===== config.mk =====
export PLATFORM = sky130hd
export DESIGN_NAME = msc_sweep_ctrl
export DESIGN_NICKNAME = d
export VERILOG_FILES = /design/src/logic/msc_pkg.sv /design/src/logic/msc_sweep_ctrl.sv
export VERILOG_INCLUDE_DIRS = /design/src /design/src/logic
export SDC_FILE = /design/constraint.sdc
export NUM_CORES = 1
export LEC_CHECK = 0
export ABC_AREA = 1
export BUFFER_PORTS_ARGS = -buffer_cell sky130_fd_sc_hd__buf_2
export CAP_MARGIN = 20
export CORE_UTILIZATION = 55
export DETAILED_ROUTE_END_ITERATION = 6
export PLACE_DENSITY = 0.77
export SYNTH_ARGS = -nofsm -noshare
export SYNTH_HDL_FRONTEND = slang
export SYNTH_SLANG_ARGS = --single-unit
export TNS_END_PERCENT = 1

===== constraint.sdc =====
create_clock -name ref_clk -period 2.67 [get_ports ref_clk]
set_input_delay 0.267 -clock ref_clk [delete_from_list [all_inputs] [get_ports ref_clk]]
set_output_delay 0.267 -clock ref_clk [all_outputs]
set_load 0.005 [all_outputs]

===== src/logic/msc_consts.svh =====
// constants of the multiscaler sweep control block
`ifndef MSC_CONSTS_SVH
`define MSC_CONSTS_SVH

// ****************************************************************
// clock and times
// ****************************************************************
`define MSC_CLK_MHZ         40
`define MSC_MIN_BIN_SGL_NS  100
`define MSC_MIN_BIN_DUAL_NS 200
`define MSC_BIN_STEP_NS     25
`define MSC_ADV_GAP_NS      150
`define MSC_ADV_GAP_CYC     ((`MSC_ADV_GAP_NS * `MSC_CLK_MHZ + 999) / 1000)
`define MSC_MIN_SGL_CYC     ((`MSC_MIN_BIN_SGL_NS * `MSC_CLK_MHZ + 999) / 1000)
`define MSC_MIN_DUAL_CYC    ((`MSC_MIN_BIN_DUAL_NS * `MSC_CLK_MHZ + 999) / 1000)

// ****************************************************************
// sweep geometry
// ****************************************************************
`define MSC_ADDR_W          19
`define MSC_MIN_BINS        64
`define MSC_MAX_BINS_SGL    524288
`define MSC_MAX_BINS_DUAL   262144
`define MSC_TAG_LSB         11
`define MSC_TAG_W           8
`define MSC_OFS_SHIFT       6
`define MSC_INPUT_BIT       18

// ****************************************************************
// register word indices (byte address bits 5:2)
// ****************************************************************
`define MSC_REG_CTRL        4'h0
`define MSC_REG_DWELL       4'h1
`define MSC_REG_LENGTH      4'h2
`define MSC_REG_PRESET      4'h3
`define MSC_REG_OFFSET      4'h4
`define MSC_REG_TAGEN       4'h5
`define MSC_REG_STATUS      4'h6
`define MSC_REG_SWEEPS      4'h7
`define MSC_REG_BIN         4'h8
`define MSC_REG_CMD         4'h9

// ctrl fields
`define MSC_CTRL_RUN        0
`define MSC_CTRL_DUAL       1
`define MSC_CTRL_EXTADV     2
`define MSC_CTRL_ABORTEN    3
`define MSC_CTRL_PRESETEN   4
`define MSC_CTRL_LIST       5
// cmd fields
`define MSC_CMD_STEP        0
`define MSC_CMD_CLEAR       1

`define MSC_DWELL_RST       32'h0000_0004
`define MSC_LENGTH_RST      20'h00040
`define MSC_PRESET_RST      32'h0000_0000

`endif


===== src/logic/msc_pkg.sv =====
// types of the multiscaler sweep control block
package msc_pkg;
    typedef enum logic [1:0] {
        MSC_IDLE,
        MSC_ARMED,
        MSC_SWEEP,
        MSC_DONE
    } msc_state_e;

    // one histogram or list write
    typedef struct packed {
        logic        valid;
        logic        list;
        logic [18:0] addr;
        logic [7:0]  count;
    } msc_bin_s;

    // avalon request group
    typedef struct packed {
        logic        read;
        logic        write;
        logic [5:0]  address;
        logic [31:0] writedata;
    } msc_av_req_s;
endpackage


===== src/logic/msc_sweep_ctrl.sv =====
// multiscaler sweep sequencer with avalon-mm register slave
//
// How it works
// - dwell timer steps the bin, min 100/200 ns, in 25 ns units.
// - external advance passes two flip-flops before use.
// - accepted external advances are at least 150 ns apart.
// - software command steps the bin by one.
// - 32-bit sweep counter counts every valid trigger.
// - sweep preset spans 1 to 2^32-1 (0 never ends the run), compared against sweep count.
// - abort ends the sweep at the current bin boundary.
// - software offset moves the spectrum in steps of 64 bins.
// - each of 8 port bits enabled as tag, replacing top address bits.
// - port bit 7 maps to address bit 18, bit 0 to bit 11.
// - 19-bit address, 512k bins single, 256k per input dual.
// - single-input keeps 8 tags; long sweeps lose tag bits.
// - dual-input uses one address bit for the input, max 7 tags.
// - tag port sampled at trigger and held for the whole sweep.
// - list mode streams bin data instead of histogramming.
// - sweep length 64 to 512k, 256k in dual, single steps.
// - after the last bin the next trigger is taken at once.
// - event pulses are counted into the current bin.
`timescale 1ns/1ps
`default_nettype none
`include "msc_consts.svh"

module msc_sweep_ctrl
    import msc_pkg::*;
#(
    parameter int CNT_W = 8                  // per-bin event counter width
) (
    input  wire logic        ref_clk,        // 40 mhz clock
    input  wire logic        reset_n,        // async reset, low active
    input  wire logic [5:0]  avs_address,    // byte address
    input  wire logic        avs_read,       // read strobe
    input  wire logic        avs_write,      // write strobe
    input  wire logic [31:0] avs_writedata,  // write data
    input  wire logic [3:0]  avs_byteenable, // byte lanes
    output logic [31:0]      avs_readdata,   // read data
    output logic             avs_waitrequest,// stall
    input  wire logic        trig_in,        // sweep start pin
    input  wire logic        abort_in,       // abort pin
    input  wire logic        adv_in,         // external advance pin
    input  wire logic        evt1_in,        // counted events, input 1
    input  wire logic        evt2_in,        // counted events, input 2
    input  wire logic [7:0]  tag_in,         // digital port
    output msc_pkg::msc_bin_s bin1_out,      // closed bin, input 1
    output msc_pkg::msc_bin_s bin2_out,      // closed bin, input 2
    output logic             sweep_active    // sweep running
);
    import msc_pkg::*;

    // ****************************************************************
    // helpers
    // ****************************************************************
    // 8-bit mask of enabled tag bits may lose bits to long sweeps
    function automatic logic [7:0] tag_allow(input logic [19:0] len, input logic dual);
        logic [7:0] m;
        m = 8'hff;
        // a tag bit is free only if bin bits do not reach it
        for (int i = 0; i < `MSC_TAG_W; i++) begin
            if (len > (20'h00800 << i)) begin
                m[i] = 1'b0;
            end
        end
        if (dual) begin
            m[7] = 1'b0;
        end
        return m;
    endfunction

    function automatic logic [31:0] lane_merge(input logic [31:0] old, input logic [31:0] wd,
                                               input logic [3:0] be);
        logic [31:0] r;
        r = old;
        for (int b = 0; b < 4; b++) begin
            if (be[b]) begin
                r[b*8 +: 8] = wd[b*8 +: 8];
            end
        end
        return r;
    endfunction

    // ****************************************************************
    // pin synchronisers
    // ****************************************************************
    logic [4:0] sync1_reg;
    logic [4:0] sync2_reg;
    logic [7:0] tag1_reg;
    logic [7:0] tag2_reg;
    // two flops per pin; the first is read only by the second
    always_ff @(posedge ref_clk or negedge reset_n) begin
        if (!reset_n) begin
            sync1_reg <= 5'h00;
            sync2_reg <= 5'h00;
            tag1_reg  <= 8'h00;
            tag2_reg  <= 8'h00;
        end else begin
            sync1_reg <= {evt2_in, evt1_in, adv_in, abort_in, trig_in};
            sync2_reg <= sync1_reg;
            tag1_reg  <= tag_in;
            tag2_reg  <= tag1_reg;
        end
    end
    logic trig_s, abort_s, adv_s, evt1_s, evt2_s;
    assign trig_s  = sync2_reg[0];
    assign abort_s = sync2_reg[1];
    assign adv_s   = sync2_reg[2];
    assign evt1_s  = sync2_reg[3];
    assign evt2_s  = sync2_reg[4];

    logic [4:0] prev_reg;
    always_ff @(posedge ref_clk or negedge reset_n) begin
        if (!reset_n) begin
            prev_reg <= 5'h00;
        end else begin
            prev_reg <= sync2_reg;
        end
    end
    logic trig_rise, adv_rise, evt1_rise, evt2_rise;
    assign trig_rise = trig_s & ~prev_reg[0];
    assign adv_rise  = adv_s & ~prev_reg[2];
    assign evt1_rise = evt1_s & ~prev_reg[3];
    assign evt2_rise = evt2_s & ~prev_reg[4];

    // ****************************************************************
    // registers
    // ****************************************************************
    logic [5:0]  ctrl_reg;
    logic [31:0] dwell_reg;
    logic [19:0] length_reg;
    logic [31:0] preset_reg;
    logic [12:0] offset_reg;
    logic [7:0]  tagen_reg;
    logic        step_cmd_reg;
    logic        clear_cmd_reg;
    logic        wr_hit;
    assign wr_hit = avs_write & ~avs_waitrequest;

    // software writes; one wait cycle per access
    always_ff @(posedge ref_clk or negedge reset_n) begin
        if (!reset_n) begin
            ctrl_reg      <= 6'h00;
            dwell_reg     <= `MSC_DWELL_RST;
            length_reg    <= `MSC_LENGTH_RST;
            preset_reg    <= `MSC_PRESET_RST;
            offset_reg    <= 13'h0000;
            tagen_reg     <= 8'h00;
            step_cmd_reg  <= 1'b0;
            clear_cmd_reg <= 1'b0;
        end else begin
            step_cmd_reg  <= 1'b0;
            clear_cmd_reg <= 1'b0;
            if (wr_hit) begin
                case (avs_address[5:2])
                    `MSC_REG_CTRL:   ctrl_reg   <= 6'(lane_merge({26'h0, ctrl_reg}, avs_writedata,
                                                                 avs_byteenable));
                    `MSC_REG_DWELL:  dwell_reg  <= lane_merge(dwell_reg, avs_writedata, avs_byteenable);
                    `MSC_REG_LENGTH: length_reg <= 20'(lane_merge({12'h0, length_reg}, avs_writedata,
                                                                  avs_byteenable));
                    `MSC_REG_PRESET: preset_reg <= lane_merge(preset_reg, avs_writedata, avs_byteenable);
                    `MSC_REG_OFFSET: offset_reg <= 13'(lane_merge({19'h0, offset_reg}, avs_writedata,
                                                                  avs_byteenable));
                    `MSC_REG_TAGEN:  tagen_reg  <= 8'(lane_merge({24'h0, tagen_reg}, avs_writedata,
                                                                 avs_byteenable));
                    `MSC_REG_CMD: begin
                        step_cmd_reg  <= avs_byteenable[0] & avs_writedata[`MSC_CMD_STEP];
                        clear_cmd_reg <= avs_byteenable[0] & avs_writedata[`MSC_CMD_CLEAR];
                    end
                    default: ;
                endcase
            end
        end
    end

    logic run, dual, extadv, aborten, preseten, listmode;
    assign run      = ctrl_reg[`MSC_CTRL_RUN];
    assign dual     = ctrl_reg[`MSC_CTRL_DUAL];
    assign extadv   = ctrl_reg[`MSC_CTRL_EXTADV];
    assign aborten  = ctrl_reg[`MSC_CTRL_ABORTEN];
    assign preseten = ctrl_reg[`MSC_CTRL_PRESETEN];
    assign listmode = ctrl_reg[`MSC_CTRL_LIST];

    // length clamped into 64 .. 512k (256k dual)
    logic [19:0] len_eff;
    always_comb begin
        len_eff = length_reg;
        if (length_reg < 20'(`MSC_MIN_BINS)) begin
            len_eff = 20'(`MSC_MIN_BINS);
        end else if (dual && length_reg > 20'(`MSC_MAX_BINS_DUAL)) begin
            len_eff = 20'(`MSC_MAX_BINS_DUAL);
        end else if (length_reg > 20'(`MSC_MAX_BINS_SGL)) begin
            len_eff = 20'(`MSC_MAX_BINS_SGL);
        end
    end

    // dwell in 25 ns units, floored at the mode minimum
    logic [31:0] dwell_eff;
    always_comb begin
        dwell_eff = dwell_reg;
        if (dual && dwell_reg < 32'(`MSC_MIN_DUAL_CYC)) begin
            dwell_eff = 32'(`MSC_MIN_DUAL_CYC);
        end else if (dwell_reg < 32'(`MSC_MIN_SGL_CYC)) begin
            dwell_eff = 32'(`MSC_MIN_SGL_CYC);
        end
    end

    // ****************************************************************
    // advance sources
    // ****************************************************************
    logic [31:0] dwell_cnt_reg;
    logic [2:0]  gap_cnt_reg;
    logic        timer_tick;
    logic        ext_tick;
    logic        step;
    msc_state_e  state_reg;
    assign timer_tick = !extadv && (dwell_cnt_reg == dwell_eff - 32'h1);
    assign ext_tick   = extadv && adv_rise && (gap_cnt_reg == 3'h0);
    assign step       = (state_reg == MSC_SWEEP) && (timer_tick || ext_tick || step_cmd_reg);

    // dwell timer restarts at each trigger and step
    always_ff @(posedge ref_clk or negedge reset_n) begin
        if (!reset_n) begin
            dwell_cnt_reg <= 32'h0;
        end else if (state_reg != MSC_SWEEP || step) begin
            dwell_cnt_reg <= 32'h0;
        end else begin
            dwell_cnt_reg <= dwell_cnt_reg + 32'h1;
        end
    end

    // lockout after an accepted edge filters ringing
    always_ff @(posedge ref_clk or negedge reset_n) begin
        if (!reset_n) begin
            gap_cnt_reg <= 3'h0;
        end else if (ext_tick) begin
            gap_cnt_reg <= 3'(`MSC_ADV_GAP_CYC - 1);
        end else if (gap_cnt_reg != 3'h0) begin
            gap_cnt_reg <= gap_cnt_reg - 3'h1;
        end
    end

    // ****************************************************************
    // sweep sequencer
    // ****************************************************************
    logic [19:0] bin_reg;
    logic [31:0] sweeps_reg;
    logic [7:0]  tag_hold_reg;
    logic        abort_pend_reg;
    logic        last_bin;
    logic        preset_hit;
    assign last_bin   = (bin_reg == len_eff - 20'h1);
    // preset 0 never matches, so the run does not end
    assign preset_hit = preseten && (sweeps_reg == preset_reg) && (sweeps_reg != 32'h0);

    always_ff @(posedge ref_clk or negedge reset_n) begin
        if (!reset_n) begin
            state_reg <= MSC_IDLE;
        end else begin
            case (state_reg)
                MSC_IDLE:  if (run) state_reg <= MSC_ARMED;
                MSC_ARMED: begin
                    if (!run) begin
                        state_reg <= MSC_IDLE;
                    end else if (preset_hit) begin
                        state_reg <= MSC_DONE;
                    end else if (trig_rise) begin
                        state_reg <= MSC_SWEEP;
                    end
                end
                MSC_SWEEP: begin
                    // no dead time: back to armed in the same edge
                    if (step && (last_bin || abort_pend_reg || abort_s && aborten)) begin
                        state_reg <= MSC_ARMED;
                    end
                end
                MSC_DONE:  if (!run) state_reg <= MSC_IDLE;
                default:   state_reg <= MSC_IDLE;
            endcase
        end
    end

    // abort latched so a bin boundary always sees it
    always_ff @(posedge ref_clk or negedge reset_n) begin
        if (!reset_n) begin
            abort_pend_reg <= 1'b0;
        end else if (state_reg != MSC_SWEEP || step) begin
            abort_pend_reg <= 1'b0;
        end else if (aborten && abort_s) begin
            abort_pend_reg <= 1'b1;
        end
    end

    // sweep count; the trigger wins over a clear in the same cycle
    always_ff @(posedge ref_clk or negedge reset_n) begin
        if (!reset_n) begin
            sweeps_reg <= 32'h0;
        end else if (state_reg == MSC_ARMED && run && !preset_hit && trig_rise) begin
            sweeps_reg <= sweeps_reg + 32'h1;
        end else if (clear_cmd_reg) begin
            sweeps_reg <= 32'h0;
        end
    end

    // bin index and tag capture at start
    always_ff @(posedge ref_clk or negedge reset_n) begin
        if (!reset_n) begin
            bin_reg      <= 20'h0;
            tag_hold_reg <= 8'h00;
        end else if (state_reg == MSC_ARMED && trig_rise) begin
            bin_reg      <= 20'h0;
            tag_hold_reg <= tag2_reg & tagen_reg;
        end else if (step) begin
            bin_reg      <= last_bin ? 20'h0 : bin_reg + 20'h1;
        end
    end

    // ****************************************************************
    // event counting and address build
    // ****************************************************************
    logic [CNT_W-1:0] cnt1_reg, cnt2_reg;
    // counts restart at each bin; a step-cycle event goes to the new bin
    always_ff @(posedge ref_clk or negedge reset_n) begin
        if (!reset_n) begin
            cnt1_reg <= '0;
            cnt2_reg <= '0;
        end else if (state_reg != MSC_SWEEP || step) begin
            cnt1_reg <= (state_reg == MSC_SWEEP) ? CNT_W'(evt1_rise) : '0;
            cnt2_reg <= (state_reg == MSC_SWEEP) ? CNT_W'(evt2_rise) : '0;
        end else begin
            if (evt1_rise && cnt1_reg != '1) cnt1_reg <= cnt1_reg + 1'b1;
            if (evt2_rise && cnt2_reg != '1) cnt2_reg <= cnt2_reg + 1'b1;
        end
    end

    logic [18:0] base_addr;
    logic [7:0]  tag_use;
    logic [18:0] tag_mask;
    always_comb begin
        base_addr = 19'(bin_reg) + 19'({offset_reg, 6'h00});
        tag_use   = tagen_reg & tag_allow(len_eff, dual);
        tag_mask  = {tag_use, 11'h000};
        base_addr = (base_addr & ~tag_mask) | ({tag_hold_reg, 11'h000} & tag_mask);
    end

    // closed bin out; in list mode flagged as a stream word
    always_ff @(posedge ref_clk or negedge reset_n) begin
        if (!reset_n) begin
            bin1_out     <= '0;
            bin2_out     <= '0;
            sweep_active <= 1'b0;
        end else begin
            sweep_active    <= (state_reg == MSC_SWEEP);
            bin1_out.valid  <= step;
            bin1_out.list   <= listmode;
            bin1_out.addr   <= dual ? {1'b0, base_addr[17:0]} : base_addr;
            bin1_out.count  <= 8'(cnt1_reg);
            bin2_out.valid  <= step && dual;
            bin2_out.list   <= listmode;
            bin2_out.addr   <= {1'b1, base_addr[17:0]};
            bin2_out.count  <= 8'(cnt2_reg);
        end
    end

    // ****************************************************************
    // avalon slave answer
    // ****************************************************************
    // one wait cycle keeps read data registered
    always_ff @(posedge ref_clk or negedge reset_n) begin
        if (!reset_n) begin
            avs_waitrequest <= 1'b1;
            avs_readdata    <= 32'h0;
        end else begin
            avs_waitrequest <= !((avs_read || avs_write) && avs_waitrequest);
            if (avs_read && avs_waitrequest) begin
                case (avs_address[5:2])
                    `MSC_REG_CTRL:   avs_readdata <= {26'h0, ctrl_reg};
                    `MSC_REG_DWELL:  avs_readdata <= dwell_reg;
                    `MSC_REG_LENGTH: avs_readdata <= {12'h0, length_reg};
                    `MSC_REG_PRESET: avs_readdata <= preset_reg;
                    `MSC_REG_OFFSET: avs_readdata <= {19'h0, offset_reg};
                    `MSC_REG_TAGEN:  avs_readdata <= {24'h0, tagen_reg};
                    `MSC_REG_STATUS: avs_readdata <= {20'h0, tag_hold_reg, abort_pend_reg,
                                                      preset_hit, 2'(state_reg)};
                    `MSC_REG_SWEEPS: avs_readdata <= sweeps_reg;
                    `MSC_REG_BIN:    avs_readdata <= {12'h0, bin_reg};
                    default:         avs_readdata <= 32'h0;
                endcase
            end
        end
    end
endmodule // msc_sweep_ctrl
`default_nettype wire


# After elaboration in Yosys (flattened, before gate mapping)
# Cells that the tools add are included.
# word_totals
in_bits,59
word_cells,201
out_inout_bits,92
register_bits,349
# classes
order_cmp,13
mux,43
add_sub_neg,9
n_eq_ne,22
n_bitwise,18
n_reduce_logical,55
# op_table
operator,n
$pmux W32 S9,1
$mux W32,5
$mux W20,6
$add A32 B1 Y32 const B,2
$eq A32 B32 Y1,2
$reduce_and A3 Y1,15
$gt A20 B19 Y1 const B,2
$and A19 B19 Y19,2
$lt A32 B3 Y1 const B,1
$lt A32 B4 Y1 const B,1
$mux W8,4
$reduce_bool A32 Y1,1
$sub A32 B1 Y32 const B,1
$add A20 B1 Y20 const B,1
$eq A20 B20 Y1,1
$gt A20 B12 Y1 const B,1
$gt A20 B13 Y1 const B,1
$gt A20 B14 Y1 const B,1
$gt A20 B15 Y1 const B,1
$gt A20 B16 Y1 const B,1
$gt A20 B17 Y1 const B,1
$gt A20 B18 Y1 const B,1
$gt A20 B20 Y1 const B,1
$lt A20 B7 Y1 const B,1
other kinds (32),106

# Logic depth before layout (Yosys ltp)
# Gate-level depths: netlist of the first run.
# logic_depth
ltp_word,12
depth_mapped,26
mapped_depth_nobuf,24

# Worst setup path before layout of the first run
# Ideal clock, no wire load.
# synth_timing
path_type,register to register
startpoint,register dwell_reg[5]
endpoint,register bin_reg[10]
path_stages_with_launch,22
arrival_time_ps,2790
n_path_buf,1
required_ps,2552
setup_ps,118
period_less_slack_ps,2908
setup_slack_ps,-238
cell_sequence,dfrtp_1 > nor2_1 > nand2_2 > nor2_1 > nand2_1 > nor2_1 > nor3_1 > inv_1 > ha_1 > nand3_2 > nor2_4 > nand2_2 > nor3_1 > xor2_1 > nand3_1 > nor2_1 > nand2_2 > nand2_2 > nand2_2 > buf_2 > nand3_1 > nand2_1
# synth_between
elab_chain_len,10
word_cells_on_any_way,12
classes_between,add/sub (1); order compare (2); eq/ne (1); mux (2); reduce/logical (6)
# synth_lines
element,line_no,text
start: declaration,msc_sweep_ctrl.sv:129,logic [31:0] dwell_reg;
start signal: assignment,msc_sweep_ctrl.sv:143,dwell_reg <= `MSC_DWELL_RST;
start signal: assignment,msc_sweep_ctrl.sv:157,"`MSC_REG_DWELL: dwell_reg <= lane_merge(dwell_reg, avs_writedata, avs_byteenable);"
$lt A32 B3 Y1 or $lt A32 B4 Y1 (tied branches),"msc_sweep_ctrl.sv:202, msc_sweep_ctrl.sv:200",
$mux W32 or $logic_and A1 B1 Y1 (tied branches),"msc_sweep_ctrl.sv:202, msc_sweep_ctrl.sv:200",
$mux W32 *,msc_sweep_ctrl.sv:200,if (dual && dwell_reg < 32'(`MSC_MIN_DUAL_CYC)) begin
$sub A32 B1 Y32 *,msc_sweep_ctrl.sv:216,assign timer_tick = !extadv && (dwell_cnt_reg == dwell_eff - 32'h1);
$eq A32 B32 Y1 *,msc_sweep_ctrl.sv:216,
$logic_and A1 B1 Y1 *,msc_sweep_ctrl.sv:216,
$logic_or A1 B1 Y1 * (2 in series),msc_sweep_ctrl.sv:218,assign step = (state_reg == MSC_SWEEP) && (timer_tick || ext_tick || step_cmd_reg);
$logic_and A1 B1 Y1 *,msc_sweep_ctrl.sv:218,
$reduce_bool A2 Y1 (no source line) *,--,
end signal: assignment,msc_sweep_ctrl.sv:313,bin_reg <= last_bin ? 20'h0 : bin_reg + 20'h1;
end: declaration,msc_sweep_ctrl.sv:245,logic [19:0] bin_reg;
# Mark *: on every way between the ends. The rest lies on a longest branch, timed or not.
# A chain may end at the register's enable or synchronous reset.

# Worst setup path in the final report of the first run
# layout_timing
startpoint,register dwell_reg[19]
endpoint,register cnt1_reg[2]
# layout_between
elab_chain_len,11
word_cells_on_any_way,14
classes_between,add/sub (1); order compare (2); eq/ne (1); mux (3); reduce/logical (7)
# layout_lines
element,line_no,text
$lt A32 B3 Y1 or $lt A32 B4 Y1 (tied branches),"msc_sweep_ctrl.sv:202, msc_sweep_ctrl.sv:200",
$mux W32 or $logic_and A1 B1 Y1 (tied branches),"msc_sweep_ctrl.sv:202, msc_sweep_ctrl.sv:200",
$mux W32 *,msc_sweep_ctrl.sv:200,
$sub A32 B1 Y32 *,msc_sweep_ctrl.sv:216,
$eq A32 B32 Y1 *,msc_sweep_ctrl.sv:216,
$logic_and A1 B1 Y1 *,msc_sweep_ctrl.sv:216,
$logic_or A1 B1 Y1 * (2 in series),msc_sweep_ctrl.sv:218,
$logic_and A1 B1 Y1 *,msc_sweep_ctrl.sv:218,
$logic_or A1 B1 Y1 *,msc_sweep_ctrl.sv:326,end else if (state_reg != MSC_SWEEP || step) begin
$mux W8 or $reduce_bool A2 Y1 (tied branches),--,
end signal: assignment,msc_sweep_ctrl.sv:327,cnt1_reg <= (state_reg == MSC_SWEEP) ? CNT_W'(evt1_rise) : '0;
end signal: assignment,msc_sweep_ctrl.sv:330,if (evt1_rise && cnt1_reg != '1) cnt1_reg <= cnt1_reg + 1'b1;
end: declaration,msc_sweep_ctrl.sv:320,"logic [CNT_W-1:0] cnt1_reg, cnt2_reg;"
# Marks and branches as above.

==> impl_metrics.toml, run 1 <==
[outcome]
outcome = "finished, violations left"
violations = "negative setup slack"

[synthesis]
netlist.area_leader.share_pct = 44.6
synth_flop_cell = "dfrtp_1"
mappedNetlistArea_sq_mm = 0.0184
ys_types = 56
ys_ff_latch = 330
yosysWarnings = 0
synth_nets = 2466
synth_area_leaders = "dfrtp_1 45%, nand2_1 11%, inv_1 6.0%, nor2_1 5.3%, o21ai_0 4.9%"
seq_area_frac_synth_pct = 45.0
syn_area_per_cell_sq_um = 7.70
synthArstFlopShare_pct = 100
yosysTopAreaCell = "dfrtp_1"
synth_edf_count = 0
netlist_instances = 2384

[global_routing]
grt_pass1_vias = 17900
grt_remaining_overflow = 0
gr-usage-all-layers_pct = 37.6
grt_pass1_wl_mm = 97.7
antenna_found_initial = 1
grt_max_degree = 91

[hold_path]
hold_class = "input pin to register"

[cells_and_area]
drive_above_1_share_pct = 23.2
area_growth_pct = 27.9
finalNetCount = 2895
diodes = 0
fin_cells = 3282
fill_cells = 2631

[placed_design]
portBuffers = 148
gp_congestion = 1.02
dp_hpwl_mm = 47.9
dp.cells = 3193

[sta]
whs_ns = 0.0115
period_share_pct = 115
setup_violations = 73
fmax_mhz = 325
slew_headroom_pct = 47.1
rsz0062_at_grt = "true"
worstMarginPinSlew_ns = 0.793
fin_ws_ns = -0.407
fin_skew_ns = 0.0275
finalMaxSlewViolations = 0
hold_viol_final = 0
finalSetupTns_ns = -24.98
period_needed_ns = 3.08

[worst_setup_path]
end_kind = "register"
worstSetupPathType = "register to register"
startpoint_type = "register"
cp.required_ns = 3.08
cp_max_fo = 4
rrSetupSlack_ns = -0.41
arrival_ns = 3.49
cp_common_cell = "nor2_2"
slowest_delay_ns = 0.39
cpMaxStageDelayCell = "dfrtp_1"
crit_chain = "nor2_2, nand2_2, nor2_2, nand2_4, nor2_4, nor3_4, inv_2, ha_4, nand3_4, nor2_4, buf_4, a21o_1, nand3_1, nor2_1, nand3_1, nor2_2, nand2_4, nand3_4, clkinvlp_4, nand2_1, nor2_1"

[routing]
wl_mm = 63.0
dr.pass1.iters = 6
drc = 0
vias = 18600
avgRoutedWirePerCell_um = 19.2
dr.first_iter.drc_count = 2022
antenna_left = 0
drt-vias-per-instance = 5.67

[clock_tree]
cts_tree = "yes"
cts_root_buf = "clkbuf_16"
cts.clk_slew.worst_paths_ns = 0.06
clock_path_buffers = 3
clk_latency_ns = 0.55
numCtsBuffers = 36
cts.sinks = 330
htree_levels = 2

[power_and_ir_drop]
ir_drop_v = 0.000529
switching_power_mw = 5.99
power.leakage_nw = 11.8
p_seq_share_pct = 34.9
netSwitchingFraction_pct = 35.1
p_int_mw = 11.1
p_per_area_mw_per_mm2 = 727
power_frac_clock_pct = 31.8
p_comb_share_pct = 33.3

[floorplan]
dieArea_sq_mm = 0.0341
fp.dieH_um = 185
initial_core_util_pct = 56.1
core_sq_mm = 0.0327
die_w_um = 185
io_pins = 151
core.rowCount = 66

[flow_run]
timing.max_cap.violations = 0
==> layer usage <==
layer  routed length (um)  share of wire [%]  global-route usage, %  vias to the layer above
li1                     -                  -                      -                     8681
met3                 5270                8.4                   6.36                      217
met4                 3460                5.5                   19.6                        2
met5                    9              0.014                      0                        -
met2                29400                 47                   60.8                      969
met1                24900                 40                   48.5                     8741
==> cell usage in the layout, fill, tap and decap left out, drive strengths merged, types with 62 or more instances in the layout <==
master  Yosys  final
nor2      282    282
xor2       62     62
o21ai     182    182
nand2     549    549
buf        42    458
nand4      62     62
inv       299    301
dfrtp     327    327
a21oi      92     92
nand3     158    158
==> critical path: cells and delay by family, from the launching register on <==
family,cells,cell delay [ns]
and+or+nand+nor,16,1.83
buffers and inverters,3,0.43
DFF,1,0.39
adders and majority gates,1,0.16
AOI/OAI and AO/OA,1,0.10
==> path summary, 6_finish.rpt <==
check	from	cells past startpoint	to
min in group asynchronous	reset_n	2	bin_reg[8]$_DFFE_PN0P_
max	dwell_reg[19]$_DFFE_PN0P_	21	cnt1_reg[2]$_DFFE_PN0P_
min reg2reg	tag1_reg[7]$_DFF_PN0_	0	tag2_reg[7]$_DFF_PN0_
min	avs_writedata[2]	3	ctrl_reg[2]$_DFFE_PN0P_
max reg2reg	dwell_reg[19]$_DFFE_PN0P_	21	cnt1_reg[2]$_DFFE_PN0P_
max in group asynchronous	reset_n	3	dwell_reg[2]$_DFFE_PN1P_
==> cell type report <==
class / count / area (sq um) / share of cell area (%)
multi-input combinational: 1664 / 8880 / 37.8
sequential: 330 / 8260 / 35.2
timing repair buffer: 476 / 3360 / 14.3
inverter: 305 / 1150 / 4.89
clock buffer: 51 / 1040 / 4.42
tap: 442 / 553 / 2.35
clock inverter: 14 / 240 / 1.02
==> per-stage QoR <==
| step | power, mW | utilization (%) | instance area (sq um) | setup WS, ns |
|---|---|---|---|---|
| floorplan | 8.89 | - | 18400 | -0.191 |
| global placement | 11.1 | 66.1 | 21600 | -0.409 |
| detailed placement | 11.2 | 66.1 | 21600 | -0.519 |
| CTS | 16.8 | 71.0 | 23200 | -0.416 |
| global route | 17.9 | 71.8 | 23500 | -0.650 |
| finish | 17.1 | 71.8 | 23500 | -0.407 |
==> power groups by stage <==
stage          Clock [mW]  Sequential (mW)  Combinational (mW)
2_1_floorplan           0             5.90                2.99
3_3_place_gp            0             5.98                5.13
3_5_place_dp            0             6.00                5.24
4_1_cts              5.48             5.92                5.41
5_1_grt              5.68             5.99                6.23
6_report             5.44             5.95                5.68
==> cells in the mapped netlist, types with 42 or more instances <==
cell type,count
xor2_1,62
inv_1,292
dfrtp_1,327
clkbuf_1,43
o22ai_1,42
nand3_1,148
nor2_1,259
nor3_1,49
o21ai_0,179
nand4_1,61
a21oi_1,91
nand2_1,532
==> cell families (layout without fill, tap and decap cells) <==
logic type,count (synthesis),in the layout,share of synthesized area [%]
adders and majority gates,23,23,1.61
buffers and inverters,390,846,8.68
AOI/OAI and AO/OA,395,395,12.4
xor gates and xnor gates,95,95,4.53
and+or+nand+nor,1149,1149,27.7
other,1,1,0.0204
muxes,1,1,0.0545
DFF,330,330,45.0
==> repair_timing <==
action	4_1_cts	5_1_grt
pin swaps	8	19
hold buffers	18	0
endpoints found under the setup margin	106	111
resized for setup	23	71
gates cloned	0	0
buffers inserted	3	3
hold endpoints to repair	95	0
No activity file was read; power rests on OpenSTA's default activity.
==> run 2: changes to the inputs <==
--- a/config.mk
+++ b/config.mk
@@ -11,7 +11,7 @@
 export CAP_MARGIN = 20
 export CORE_UTILIZATION = 55
 export DETAILED_ROUTE_END_ITERATION = 6
-export PLACE_DENSITY = 0.77
+export PLACE_DENSITY_LB_ADDON = 0.15
 export SYNTH_ARGS = -nofsm -noshare
 export SYNTH_HDL_FRONTEND = slang
 export SYNTH_SLANG_ARGS = --single-unit
==> impl_metrics.toml, run 2 (synthesized netlist as in run 1, its figures left out) <==
[global_routing]
antenna_found_initial = 0
grt_remaining_overflow = 0
gr-usage-all-layers_pct = 36.9
grt_max_degree = 77
grt_pass1_wl_mm = 95.9
grt_pass1_vias = 17500

[sta]
finalMaxSlewViolations = 0
worstMarginPinSlew_ns = 1.07
fmax_mhz = 329
fin_ws_ns = -0.365
finalSetupTns_ns = -21.10
fin_skew_ns = 0.0203
slew_headroom_pct = 28.9
setup_violations = 73
hold_viol_final = 0
period_needed_ns = 3.04
rsz0062_at_grt = "true"
period_share_pct = 114

[placed_design]
dp_hpwl_mm = 47.7
portBuffers = 148
gp_congestion = 1.04

[clock_tree]
cts_root_buf = "clkbuf_16"
clock_path_buffers = 3
clk_latency_ns = 0.55
cts.clk_slew.worst_paths_ns = 0.06
cts_tree = "yes"
numCtsBuffers = 37
htree_levels = 2
cts.sinks = 330

[power_and_ir_drop]
power.leakage_nw = 11.9
p_int_mw = 11.2
netSwitchingFraction_pct = 34.8
switching_power_mw = 6.00
p_comb_share_pct = 33.6
ir_drop_v = 0.000529
p_seq_share_pct = 34.4
power_frac_clock_pct = 31.9
p_per_area_mw_per_mm2 = 730

[floorplan]
core_sq_mm = 0.0327
die_w_um = 185
initial_core_util_pct = 56.1
core.rowCount = 66
fp.dieH_um = 185
io_pins = 151
dieArea_sq_mm = 0.0341

[routing]
dr.pass1.iters = 6
drc = 0
drt-vias-per-instance = 5.62
antenna_left = 0
dr.first_iter.drc_count = 1706
vias = 18500
wl_mm = 62.3
avgRoutedWirePerCell_um = 18.9

[hold_path]
hold_class = "input pin to register"

[worst_setup_path]
worstSetupPathType = "register to register"
end_kind = "register"
cp.required_ns = 3.09
cp_max_fo = 22
startpoint_type = "register"
arrival_ns = 3.45

[cells_and_area]
diodes = 0
finish.utilization_pct = 72.3
multi_input_area_sq_mm = 0.00892
finalNetCount = 2904
fill_cells = 2661
final_cell_mix = "520 x nand2_1, 327 x dfrtp_1, 305 x buf_4"
area_growth_pct = 28.7
sequential_cell_area_sq_mm = 0.00826
final_common_cell = "nand2_1"
drive_above_1_share_pct = 23.7

[outcome]
outcome = "finished, violations left"
violations = "negative setup slack"

[flow_run]
timing.max_cap.violations = 0
## run 2: what timing repair did
action                                  in CTS  in global routing
pin swaps                                   17                 20
gates resized for setup                     27                 78
hold buffers                                21                  0
endpoints found under the hold margin       88                  0
buffers inserted                             8                  2
endpoints found under the setup margin     105                113
## run 2: area by class of cell
class,count,share of cell area (%)
Clock buffer,54,4.83
Clock inverter,13,0.763
Sequential cell,330,35.0
Tap cell,442,2.34
Timing Repair Buffer,484,14.5
Inverter,305,4.86
Multi-Input combinational cell,1664,37.7
## run 2: final timing paths
path / cells past startpoint / slack [ns] / startpoint / endpoint
max in group asynchronous: 3 / 1.57 / reset_n / tag_hold_reg[7]$_DFFE_PN0P_
min in group asynchronous: 2 / 0.33 / reset_n / bin2_out[15]$_DFF_PN0_
setup / recovery: 22 / -0.37 / dwell_reg[25]$_DFFE_PN0P_ / bin_reg[13]$_DFFE_PN0P_
hold reg to reg: 0 / 0.35 / tag1_reg[3]$_DFF_PN0_ / tag2_reg[3]$_DFF_PN0_
hold / removal: 3 / 0.02 / avs_writedata[25] / preset_reg[25]$_DFFE_PN0P_
setup reg to reg: 22 / -0.37 / dwell_reg[25]$_DFFE_PN0P_ / bin_reg[13]$_DFFE_PN0P_
## run 2: per-layer routing
metal	vias to the layer above	track usage, %	wire length, um
met4	0	16.8	2940
met3	178	5.45	4900
met1	8746	49.0	25500
met2	889	59.7	29000
li1	8704	-	-
met5	-	0	0
## run 2: power groups by stage
stage	Clock, mW	Sequential (mW)	Combinational (mW)
2_1_floorplan	0	5.90	2.99
3_3_place_gp	0	5.98	5.26
3_5_place_dp	0	5.99	5.32
4_1_cts	5.55	5.91	5.51
5_1_grt	5.75	5.97	6.39
6_report	5.51	5.94	5.80
## run 2: through the flow
stage	cell area, sq um	hold WS [ns]	power [mW]	worst slack, ns	std cells
finish	23600	0.0197	17.2	-0.365	3292
global route	23600	0.0300	18.1	-0.613	3292
CTS	23300	0.00181	17.0	-0.386	3290
detailed placement	21600	0.303	11.3	-0.486	3194
global placement	21600	0.298	11.2	-0.350	3194
floorplan	18400	-0.0286	8.89	-0.191	2384
## run 2: worst max-delay path, cell delays in order (launching register included)
cell	delay (ns)
dfrtp_1	0.37
nor2_1	0.15
nand2_2	0.10
nor2_4	0.14
nand2_4	0.10
nor2_4	0.13
nor3_2	0.06
inv_1	0.09
ha_4	0.18
nand2_2	0.06
nor2_2	0.16
nand2_2	0.10
nor2_4	0.14
nand2_2	0.06
xor2_1	0.16
nand4_1	0.15
nor2_2	0.17
nand2_4	0.11
nand2_4	0.10
nand2_4	0.06
buf_12	0.16
nand3_1	0.07
nand2_1	0.08
